[config.mk]
export PLATFORM = sky130hd
export DESIGN_NAME = piw_ctrl
export DESIGN_NICKNAME = d
export VERILOG_FILES = /design/src/logic/piw_ctrl.v
export VERILOG_INCLUDE_DIRS = /design/src /design/src/common
export SDC_FILE = /design/constraint.sdc
export NUM_CORES = 1
export LEC_CHECK = 0
export BUFFER_PORTS_ARGS = -buffer_cell sky130_fd_sc_hd__buf_2
export CORE_ASPECT_RATIO = 1.5
export CORE_MARGIN = 2
export CORE_UTILIZATION = 52
export CTS_CLUSTER_DIAMETER = 30
export CTS_CLUSTER_SIZE = 40
export DETAILED_ROUTE_END_ITERATION = 8
export PLACE_DENSITY = 0.76
export SKIP_LAST_GASP = 1
export SYNTH_ARGS = -nofsm -noshare
export SYNTH_HDL_FRONTEND = slang
export SYNTH_SLANG_ARGS = --single-unit
[constraint.sdc]
create_clock -name CLK_SYS_I -period 7.2 [get_ports CLK_SYS_I]
set_input_delay 2.16 -clock CLK_SYS_I [delete_from_list [all_inputs] [get_ports CLK_SYS_I]]
set_output_delay 2.16 -clock CLK_SYS_I [all_outputs]
set_load 0.02 [all_outputs]
[src/common/piw_defines.vh]
// Register map, field positions, reset values and codes for the controller
`ifndef PIW_DEFINES_VH
`define PIW_DEFINES_VH

// ==========================================================
// Register offsets
`define PIW_ADDR_TPIC 8'h88
`define PIW_ADDR_EXFLAG 8'h91
`define PIW_ADDR_WAKEUP_SOURCE_MASK 8'h9F
`define PIW_ADDR_IEMAIN 8'hA8
`define PIW_ADDR_IPMAIN 8'hB8
`define PIW_ADDR_VECCFG 8'hC0
`define PIW_ADDR_STATUS 8'hC5
`define PIW_ADDR_PINCFG 8'hD0
`define PIW_ADDR_IEEXT 8'hE8
`define PIW_ADDR_IPEXT 8'hF8

// ==========================================================
// Reset values
`define PIW_RST_ZERO 8'h00
`define PIW_RST_WAKEUP_SOURCE_MASK 8'hFF

// ==========================================================
// Field positions
`define PIW_TPIC_TF1 7
`define PIW_TPIC_TR1 6
`define PIW_TPIC_TF0 5
`define PIW_TPIC_TR0 4
`define PIW_TPIC_PG1 3
`define PIW_TPIC_PG0 1
`define PIW_IE_GLOBAL 7
`define PIW_STATUS_HIGH 6
`define PIW_STATUS_LOW 5
`define PIW_VECCFG_RELOC 5
`define PIW_PINCFG_RISE 0
`define PIW_PINCFG_FALL 1
`define PIW_PINCFG_GROUP 2

// ==========================================================
// Source identifiers, vectors and levels
`define PIW_ID_PG0 5'd0
`define PIW_ID_TF0 5'd1
`define PIW_ID_PG1 5'd2
`define PIW_ID_TF1 5'd3
`define PIW_ID_DBG 5'd16
`define PIW_ID_BKP 5'd17
`define PIW_ID_NONE 5'd31
`define PIW_VEC_FIRST 8'h03
`define PIW_VEC_DBG 8'hC0
`define PIW_VEC_BKP 8'h80
`define PIW_LVL_LOW 2'd0
`define PIW_LVL_HIGH 2'd1
`define PIW_LVL_DBG 2'd2

`endif

[src/logic/piw_ctrl.v]
// Priority interrupt, vector and STOP wake-up controller
`include "piw_defines.vh"

module piw_ctrl #(
  parameter NUM_PINS = 8,
  parameter [7:0] CLOCKLESS_MASK = 8'h0B
) (
  // Clock and reset
  input wire CLK_SYS_I,
  input wire RST_I,
  // Register port
  input wire [7:0] ADDR_I,
  input wire [7:0] WR_DATA_I,
  input wire WR_I,
  input wire RD_I,
  output reg [7:0] RD_DATA_O,
  // Peripheral requests
  input wire [NUM_PINS-1:0] GPIO_I,
  input wire TIMER0_OVF_I,
  input wire TIMER1_OVF_I,
  input wire UART1_IRQ_I,
  input wire TIMER2_IRQ_I,
  input wire UART2_IRQ_I,
  input wire I2C_MASTER_EVT_I,
  input wire [6:0] EXT_IRQ_I,
  input wire WATCHDOG_IRQ_I,
  input wire ECC_IRQ_I,
  // Debug requests
  input wire DEBUG_PORT_MODE_I,
  input wire DEBUG_REQ_I,
  input wire DEBUG_ID_MATCH_I,
  input wire BREAKPOINT_MATCH_I,
  // CPU side
  output reg IRQ_REQ_O,
  output reg [15:0] IRQ_VECTOR_O,
  input wire IRQ_ACK_I,
  input wire IRQ_RETURN_I,
  output wire TIMER0_RUN_O,
  output wire TIMER1_RUN_O,
  // Power
  input wire STOP_I,
  output reg OSC_START_O,
  input wire OSC_READY_I,
  output reg CLK_RESUME_O
);

  // ========================================================
  // Functions
  function [4:0] first_set;
    input [15:0] v;
    integer k;
    begin
      first_set = `PIW_ID_NONE;
      for (k = 15; k >= 0; k = k - 1) begin
        if (v[k]) begin
          first_set = k[4:0];
        end
      end
    end
  endfunction

  // ========================================================
  // State
  localparam [2:0] ST_RUN = 3'b001;
  localparam [2:0] ST_OSC = 3'b010;
  localparam [2:0] ST_RES = 3'b100;

  reg [7:0] ie_q, ip_q, irq_enable_extended_q, irq_priority_extended_q, wakeup_source_mask_q, veccfg_q;
  reg tr0_q, tr1_q, tf0_q, tf1_q, pg0f_q, pg1f_q, i2cm_q;
  reg uart1_q, tmr2_q, uart2_q, wdt_q, ecc_q;
  reg [6:0] ext_q, ext_prev_q;
  reg [NUM_PINS-1:0] gpio_q, gpio_prev_q;
  reg [7:0] pincfg_q [0:NUM_PINS-1];
  reg dbg_pend_q, bkp_pend_q;
  reg dbg_is_q, hip_q, lip_q;
  reg [4:0] sel_q;
  reg [1:0] sel_lvl_q;
  reg [2:0] st_q;
  integer i, j, m;

  // Sample every request on the rising edge
  always @(posedge CLK_SYS_I or posedge RST_I) begin
    if (RST_I) begin
      uart1_q <= 1'b0;
      tmr2_q <= 1'b0;
      uart2_q <= 1'b0;
      wdt_q <= 1'b0;
      ecc_q <= 1'b0;
      ext_q <= 7'h00;
      ext_prev_q <= 7'h00;
      gpio_q <= {NUM_PINS{1'b0}};
      gpio_prev_q <= {NUM_PINS{1'b0}};
    end else begin
      uart1_q <= UART1_IRQ_I;
      tmr2_q <= TIMER2_IRQ_I;
      uart2_q <= UART2_IRQ_I;
      wdt_q <= WATCHDOG_IRQ_I;
      ecc_q <= ECC_IRQ_I;
      ext_q <= EXT_IRQ_I;
      ext_prev_q <= ext_q;
      gpio_q <= GPIO_I;
      gpio_prev_q <= gpio_q;
    end
  end

  // ========================================================
  // Pin edge detection
  reg [NUM_PINS-1:0] pin_ev;
  reg pg0_ev, pg1_ev;
  always @* begin
    pg0_ev = 1'b0;
    pg1_ev = 1'b0;
    for (m = 0; m < NUM_PINS; m = m + 1) begin
      // Each pin picks rising, falling or both edges
      pin_ev[m] = (pincfg_q[m][`PIW_PINCFG_RISE] & gpio_q[m] &
                   ~gpio_prev_q[m]) |
                  (pincfg_q[m][`PIW_PINCFG_FALL] & ~gpio_q[m] &
                   gpio_prev_q[m]);
      if (pincfg_q[m][`PIW_PINCFG_GROUP]) begin
        pg1_ev = pg1_ev | pin_ev[m];
      end else begin
        pg0_ev = pg0_ev | pin_ev[m];
      end
    end
  end

  // ========================================================
  // Arbitration
  // Index order is natural order; sources 4..6 and 8..15 are plain mirrors
  wire [15:0] pend = {ecc_q, ext_q[6:4], wdt_q, ext_q[3:1], i2cm_q,
                      uart2_q, tmr2_q, uart1_q, tf1_q, pg1f_q,
                      tf0_q, pg0f_q};
  // Main and extended enable bits map straight onto the indices
  wire ea = ie_q[`PIW_IE_GLOBAL];
  wire [15:0] en = {1'b1, irq_enable_extended_q, ie_q[6:0]};
  wire [15:0] prio = {1'b0, irq_priority_extended_q, ip_q[6:0]};
  wire [15:0] elig = pend & en & {16{ea}};
  wire [15:0] hi_set = elig & prio;
  wire [15:0] lo_set = elig & ~prio;
  wire [4:0] hi_id = first_set(hi_set);
  wire [4:0] lo_id = first_set(lo_set);
  // A running routine blocks its own level and below
  wire allow_hi = ~hip_q & ~dbg_is_q;
  wire allow_lo = ~hip_q & ~lip_q & ~dbg_is_q;

  reg [4:0] win_id;
  reg [1:0] win_lvl;
  reg win_ok;
  reg [7:0] win_off;
  reg [3:0] nib;
  always @* begin
    win_ok = 1'b1;
    win_id = `PIW_ID_NONE;
    win_lvl = `PIW_LVL_LOW;
    // Debug sources bypass the global enable
    if (dbg_pend_q & ~dbg_is_q) begin
      win_id = `PIW_ID_DBG;
      win_lvl = `PIW_LVL_DBG;
    end else if (bkp_pend_q & ~dbg_is_q) begin
      win_id = `PIW_ID_BKP;
      win_lvl = `PIW_LVL_DBG;
    end else if (allow_hi && hi_id != `PIW_ID_NONE) begin
      win_id = hi_id;
      win_lvl = `PIW_LVL_HIGH;
    end else if (allow_lo && lo_id != `PIW_ID_NONE) begin
      win_id = lo_id;
    end else begin
      win_ok = 1'b0;
    end
    case (win_id)
      `PIW_ID_DBG: win_off = `PIW_VEC_DBG;
      `PIW_ID_BKP: win_off = `PIW_VEC_BKP;
      default: win_off = `PIW_VEC_FIRST + {win_id[3:0], 3'b000};
    endcase
    // Memory size code 0..3 gives region nibble 3, 7, B, F
    nib = {veccfg_q[1:0], 2'b11};
  end

  // Request and vector are held in flops for a clean CPU sample
  always @(posedge CLK_SYS_I or posedge RST_I) begin
    if (RST_I) begin
      IRQ_REQ_O <= 1'b0;
      IRQ_VECTOR_O <= 16'h0000;
      sel_q <= `PIW_ID_NONE;
      sel_lvl_q <= `PIW_LVL_LOW;
    end else begin
      IRQ_REQ_O <= win_ok & ~IRQ_ACK_I;
      sel_q <= win_id;
      sel_lvl_q <= win_lvl;
      if (veccfg_q[`PIW_VECCFG_RELOC]) begin
        IRQ_VECTOR_O <= {nib, 4'h0, win_off};
      end else begin
        IRQ_VECTOR_O <= {8'h00, win_off};
      end
    end
  end

  wire take = IRQ_ACK_I & IRQ_REQ_O;

  // ========================================================
  // Service tracking
  always @(posedge CLK_SYS_I or posedge RST_I) begin
    if (RST_I) begin
      dbg_is_q <= 1'b0;
      hip_q <= 1'b0;
      lip_q <= 1'b0;
    end else if (take) begin
      case (sel_lvl_q)
        `PIW_LVL_DBG: dbg_is_q <= 1'b1;
        `PIW_LVL_HIGH: hip_q <= 1'b1;
        default: lip_q <= 1'b1;
      endcase
    end else if (IRQ_RETURN_I) begin
      // Return closes the innermost routine first
      if (dbg_is_q) begin
        dbg_is_q <= 1'b0;
      end else if (hip_q) begin
        hip_q <= 1'b0;
      end else begin
        lip_q <= 1'b0;
      end
    end
  end

  // ========================================================
  // Flags; a hardware set always beats a clear
  wire wr_tpic = WR_I && ADDR_I == `PIW_ADDR_TPIC;
  wire wr_exf = WR_I && ADDR_I == `PIW_ADDR_EXFLAG;
  wire dbg_evt = DEBUG_PORT_MODE_I & DEBUG_REQ_I & DEBUG_ID_MATCH_I;

  always @(posedge CLK_SYS_I or posedge RST_I) begin
    if (RST_I) begin
      tf0_q <= 1'b0;
      tf1_q <= 1'b0;
      pg0f_q <= 1'b0;
      pg1f_q <= 1'b0;
      i2cm_q <= 1'b0;
      dbg_pend_q <= 1'b0;
      bkp_pend_q <= 1'b0;
    end else begin
      // Entry clears timer and pin-group flags
      if (TIMER0_OVF_I) begin
        tf0_q <= 1'b1;
      end else if (take && sel_q == `PIW_ID_TF0) begin
        tf0_q <= 1'b0;
      end
      if (TIMER1_OVF_I) begin
        tf1_q <= 1'b1;
      end else if (take && sel_q == `PIW_ID_TF1) begin
        tf1_q <= 1'b0;
      end
      // Writing one leaves a flag alone; only zero clears
      if (pg0_ev) begin
        pg0f_q <= 1'b1;
      end else if ((take && sel_q == `PIW_ID_PG0) ||
                   (wr_tpic && !WR_DATA_I[`PIW_TPIC_PG0])) begin
        pg0f_q <= 1'b0;
      end
      if (pg1_ev) begin
        pg1f_q <= 1'b1;
      end else if ((take && sel_q == `PIW_ID_PG1) ||
                   (wr_tpic && !WR_DATA_I[`PIW_TPIC_PG1])) begin
        pg1f_q <= 1'b0;
      end
      // No clear on entry; the handler must write it to zero
      if (I2C_MASTER_EVT_I) begin
        i2cm_q <= 1'b1;
      end else if (wr_exf && !WR_DATA_I[0]) begin
        i2cm_q <= 1'b0;
      end
      if (dbg_evt) begin
        dbg_pend_q <= 1'b1;
      end else if (take && sel_q == `PIW_ID_DBG) begin
        dbg_pend_q <= 1'b0;
      end
      if (BREAKPOINT_MATCH_I) begin
        bkp_pend_q <= 1'b1;
      end else if (take && sel_q == `PIW_ID_BKP) begin
        bkp_pend_q <= 1'b0;
      end
    end
  end

  // ========================================================
  // Register writes
  always @(posedge CLK_SYS_I or posedge RST_I) begin
    if (RST_I) begin
      ie_q <= `PIW_RST_ZERO;
      ip_q <= `PIW_RST_ZERO;
      irq_enable_extended_q <= `PIW_RST_ZERO;
      irq_priority_extended_q <= `PIW_RST_ZERO;
      veccfg_q <= `PIW_RST_ZERO;
      wakeup_source_mask_q <= `PIW_RST_WAKEUP_SOURCE_MASK;
      tr0_q <= 1'b0;
      tr1_q <= 1'b0;
      for (i = 0; i < NUM_PINS; i = i + 1) begin
        pincfg_q[i] <= `PIW_RST_ZERO;
      end
    end else if (WR_I) begin
      case (ADDR_I)
        `PIW_ADDR_IEMAIN: ie_q <= WR_DATA_I;
        `PIW_ADDR_IPMAIN: ip_q <= {1'b0, WR_DATA_I[6:0]};
        `PIW_ADDR_IEEXT: irq_enable_extended_q <= WR_DATA_I;
        `PIW_ADDR_IPEXT: irq_priority_extended_q <= WR_DATA_I;
        `PIW_ADDR_WAKEUP_SOURCE_MASK: wakeup_source_mask_q <= WR_DATA_I;
        `PIW_ADDR_VECCFG: veccfg_q <= WR_DATA_I & 8'h23;
        `PIW_ADDR_TPIC: begin
          tr0_q <= WR_DATA_I[`PIW_TPIC_TR0];
          tr1_q <= WR_DATA_I[`PIW_TPIC_TR1];
        end
        default: begin
          for (i = 0; i < NUM_PINS; i = i + 1) begin
            if (ADDR_I == `PIW_ADDR_PINCFG + i[7:0]) begin
              pincfg_q[i] <= WR_DATA_I & 8'h07;
            end
          end
        end
      endcase
    end
  end

  assign TIMER0_RUN_O = tr0_q;
  assign TIMER1_RUN_O = tr1_q;

  // ========================================================
  // Register reads, data one cycle after the strobe
  reg [7:0] rd_d;
  always @* begin
    rd_d = 8'h00;
    case (ADDR_I)
      `PIW_ADDR_TPIC: rd_d = {tf1_q, tr1_q, tf0_q, tr0_q,
                              pg1f_q, 1'b0, pg0f_q, 1'b0};
      `PIW_ADDR_EXFLAG: rd_d = {ext_q[6:4], 1'b0, ext_q[3:1],
                                i2cm_q};
      `PIW_ADDR_WAKEUP_SOURCE_MASK: rd_d = wakeup_source_mask_q;
      `PIW_ADDR_IEMAIN: rd_d = ie_q;
      `PIW_ADDR_IPMAIN: rd_d = ip_q;
      `PIW_ADDR_IEEXT: rd_d = irq_enable_extended_q;
      `PIW_ADDR_IPEXT: rd_d = irq_priority_extended_q;
      `PIW_ADDR_VECCFG: rd_d = veccfg_q;
      `PIW_ADDR_STATUS: rd_d = {1'b0, hip_q, lip_q, 5'h00};
      default: begin
        for (j = 0; j < NUM_PINS; j = j + 1) begin
          if (ADDR_I == `PIW_ADDR_PINCFG + j[7:0]) begin
            rd_d = pincfg_q[j];
          end
        end
      end
    endcase
  end

  always @(posedge CLK_SYS_I or posedge RST_I) begin
    if (RST_I) begin
      RD_DATA_O <= 8'h00;
    end else if (RD_I) begin
      RD_DATA_O <= rd_d;
    end
  end

  // ========================================================
  // Wake-up from STOP, wired apart from the enables
  // Level sources are edge-detected so a held level cannot loop
  wire [6:0] ext_rise = ext_q & ~ext_prev_q;
  wire [7:0] wake_src = {ext_rise[6:4], ext_rise[3:1], pg1_ev, pg0_ev};
  // Clocked peripherals are blocked even if their mask bit is set
  wire wake_hit = |(wake_src & wakeup_source_mask_q & CLOCKLESS_MASK);

  always @(posedge CLK_SYS_I or posedge RST_I) begin
    if (RST_I) begin
      st_q <= ST_RUN;
      OSC_START_O <= 1'b0;
      CLK_RESUME_O <= 1'b0;
    end else begin
      CLK_RESUME_O <= 1'b0;
      case (st_q)
        ST_RUN: begin
          if (STOP_I && wake_hit) begin
            OSC_START_O <= 1'b1;
            st_q <= ST_OSC;
          end
        end
        ST_OSC: begin
          // Clock stays off until the oscillator reports ready
          if (OSC_READY_I) begin
            OSC_START_O <= 1'b0;
            st_q <= ST_RES;
          end
        end
        ST_RES: begin
          CLK_RESUME_O <= 1'b1;
          st_q <= ST_RUN;
        end
        default: begin
          OSC_START_O <= 1'b0;
          st_q <= ST_RUN;
        end
      endcase
    end
  end

endmodule // piw_ctrl

==> results.py <==
metrics = {
    "outcome": {
        "status": "complete, no violations",
    },
    "timing": {
        "slew_viol_final": 0,
        "tns_ns": 0,
        "setup-violations-final": 0,
        "timing.fmax_mhz": 241,
        "rsz0062_at_grt": "false",
        "hold_viol_final": 0,
        "relSlewSlack_pct": 31.0,
        "timing.final.crit_share_pct": 57.5,
        "tightest_slew_ns": 1.03,
        "finClkSkew_ns": 0.0120,
        "fin_crit_ns": 4.14,
    },
    "cts": {
        "cts_root_buf": "clkbuf_16",
        "cts_num_sinks": 136,
        "cts_resized": 0,
        "post_cts_buffers": 0,
        "clk_pin_slew_worst_paths_ns": 0.07,
        "clk_latency_ns": 0.42,
        "clock_path_buffers": 2,
        "cts_inserted_buffers": 17,
        "h-tree-depth": 4,
        "postCtsHoldBufs": 0,
        "cts_tree": "built",
    },
    "yosys": {
        "synthMuxAreaShare_pct": 14.9,
        "syn_avg_cell_area_um2": 11.5,
        "synth_compound_area_share_pct": 10.8,
        "yosysWarnings": 0,
        "synth_top_family_by_area": "simple AND/OR/NAND/NOR gates",
        "synth-xor-area-share_pct": 0,
        "yosysTopAreaCell": "dfrtp_1",
        "synth_seq_cells": 136,
        "async_reset_ff_share_pct": 100,
        "syn_area_um2": 6610,
        "synth-adder-area-share_pct": 0.379,
        "synth_simple_gate_area_share_pct": 19.2,
        "yosysUniqueCellTypes": 67,
        "synth-main-ff-cell": "dfrtp_1",
        "synth_edf_count": 0,
        "yosys-top-cells-area": "dfrtp_1 46%, mux2_2 9.7%, dfstp_2 5.6%, nand2_1 2.6%, mux4_2 2.4%",
        "syn-instance-count": 576,
        "ys_seq_area_share_pct": 51.8,
        "synth.top_cell.area_share_pct": 46.2,
    },
    "power_and_ir_drop": {
        "leakagePower_nw": 3.59,
        "p_int_mw": 1.46,
        "sw_frac_of_total_pct": 26.8,
        "p_comb_share_pct": 10.2,
        "p_switching_mw": 0.536,
        "powerDensity_nw_per_um2": 261,
        "vdd_ir_drop_max_mv": 0.145,
        "clkPwrFrac_pct": 45.7,
        "p_seq_share_pct": 44.1,
    },
    "die": {
        "floorplan.die_area_um2": 13600,
        "floorplan.initialDensity_pct": 53.1,
        "die_h_um": 142,
        "num_rows": 50,
        "ios": 80,
        "core_um2": 12400,
        "die_w_um": 96.0,
    },
    "final_layout": {
        "final_cells": 810,
        "diodes": 0,
        "final_cell_mix": "122 x dfrtp_1, 73 x buf_2, 57 x mux2_2",
        "layout.nets": 694,
        "drive_gt1_share_pct": 30.9,
        "layout_commonest_cell": "dfrtp_1",
        "design_area_um2": 7650,
        "syn_to_final_growth_pct": 15.9,
    },
    "routing": {
        "vias": 5091,
        "drt_first_pass_iters": 8,
        "drt-total-wl_um": 17300,
        "antenna_left": 0,
        "drt_iter0_drc": 273,
        "drc_errors": 0,
        "wl_per_cell_um": 21.4,
        "post_drt_via_cell_ratio": 6.29,
    },
    "global_routing": {
        "antenna_found_initial": 0,
        "grt_pass1_wl_um": 26800,
        "grt-ovfl-total": 0,
        "grt_pass1_vias": 5195,
        "grt_usage_pct": 26.8,
        "grt_max_degree": 77,
    },
    "worst_setup_path": {
        "cp_num_buf_inv": 1,
        "reg2reg_depth": 6,
        "cpPeakStageDelay_ns": 0.62,
        "worstPathRequired_ns": 7.50,
        "r2r-end": "sel_q[1]",
        "crit_chain": "buf_2 > nor3_1 > and4_1 > or4_4 > nor3_4 > nand2_2 > mux2_1",
        "r2r_start": "ie_q[7]",
        "cp-end-kind": "register",
        "startpoint_type": "input pin",
        "cp_data_arrival_time_ns": 4.44,
        "crit_path_start": "ADDR_I[1]",
        "critPathKind": "input pin to register",
        "critPathMaxFanout": 22,
        "crit_slowest_cell": "or4_4",
        "ff2ff_setup_slack_ns": 4.44,
        "path_delay_family": "simple AND/OR/NAND/NOR gates",
    },
    "placed_design": {
        "post-place-cells": 778,
        "place_congestion": 0.893,
        "hpwl_um": 12600,
        "port_buffers": 73,
        "dpl_cell_area_um2": 7040,
    },
    "min_path": {
        "worstHoldPathType": "register to register",
        "min_from": "gpio_q[3]",
        "holdPathStages": 0,
        "hold-path-endpoint": "gpio_prev_q[3]",
    },
    "job": {
        "cap_violations": 0,
    },
}
power by group through the flow:
stage | clock (mW) | sequential (mW) | combinational [mW]
6_report | 0.913 | 0.882 | 0.204
3_5_place_dp | 0 | 0.892 | 0.203
2_1_floorplan | 0 | 0.898 | 0.118
3_3_place_gp | 0 | 0.889 | 0.197
5_1_grt | 0.959 | 0.889 | 0.223
4_1_cts | 0.926 | 0.880 | 0.204
flip-flops by register name, indices dropped and copies added (netlist names), 5 cells and up:
register                 flops
irq_priority_extended_q      8
ext_q                        6
gpio_prev_q                  8
irq_enable_extended_q        8
gpio_q                       8
pincfg_q                    24
ip_q                         7
wakeup_source_mask_q         8
ie_q                         8
RD_DATA_O                    8
sel_q                        5
IRQ_VECTOR_O                 9
per-layer routing:
layer,vias to the layer above,GRT usage [%],share of wire [%]
met5,-,0,0
met4,0,14.2,4.9
met3,46,5.88,4.8
met2,178,47.8,53
met1,2580,28.8,37
li1,2287,-,-
synthesized netlist by cell type (7+ instances only):
master / instances
and4b_1: 12
dfstp_2: 14
mux4_2: 7
a21oi_1: 10
and3b_1: 16
a31oi_1: 10
nand3b_1: 8
nor3_1: 7
mux2_2: 57
buf_4: 7
dfrtp_1: 122
nand3_1: 15
or3_1: 7
o21bai_1: 7
nand2_1: 45
o21ai_0: 27
nand4_1: 23
nor2b_1: 9
mux2_1: 12
nor2_1: 29
clkbuf_1: 17
nand2b_1: 11
final cells by class:
class / instances / area (um2)
well taps: 156 / 195
flip-flops and latches: 136 / 3420
inverters: 6 / 27.5
multi-input cells: 404 / 3010
clock inverters: 15 / 190
clock buffers: 17 / 425
repair buffers: 76 / 388
fillers: 1019 / 4790
worst register-to-register path: cells and delay by family, from the launching register on:
family | cells | cell delay, ns
AO/OA/AOI/OAI | 3 | 0.85
AND/OR/NAND/NOR | 3 | 1.05
flip-flops | 1 | 0.77
how the worst max path moves through the flow:
| stage | end | slack [ns] | cells after the start |
|---|---|---|---|
| 5_1_grt | pincfg_q[48] | 2.95 | 7 |
| 3_3_place_gp | pincfg_q[33] | 2.68 | 7 |
| 6_report | pincfg_q[48] | 3.06 | 7 |
| 2_1_floorplan | CLK_RESUME_O | 1.42 | 1 |
| 4_1_cts | pincfg_q[48] | 3.10 | 7 |
| 3_5_place_dp | pincfg_q[48] | 2.65 | 7 |
through the flow:
stage          setup WS [ns]  power (mW)  util, %  hold WS (ns)
3_3_place_gp            2.68        1.09     56.5         0.375
5_1_grt                 2.95        2.07     61.5         0.404
3_5_place_dp            2.65        1.10     56.5         0.380
4_1_cts                 3.10        2.01     61.5         0.392
6_report                3.06        2.00     61.5         0.391
2_1_floorplan           1.42        1.02        -         0.360
cell families (layout without fill, tap and decap cells):
group           count (synthesis)  count (layout)
flops                         136             136
other cells                     1               5
buf+inv                        40             114
fa+ha+maj                       2               2
mux                            81              81
compound gates                102             102
simple gates                  214             214
(Power assumes the default switching activity.)
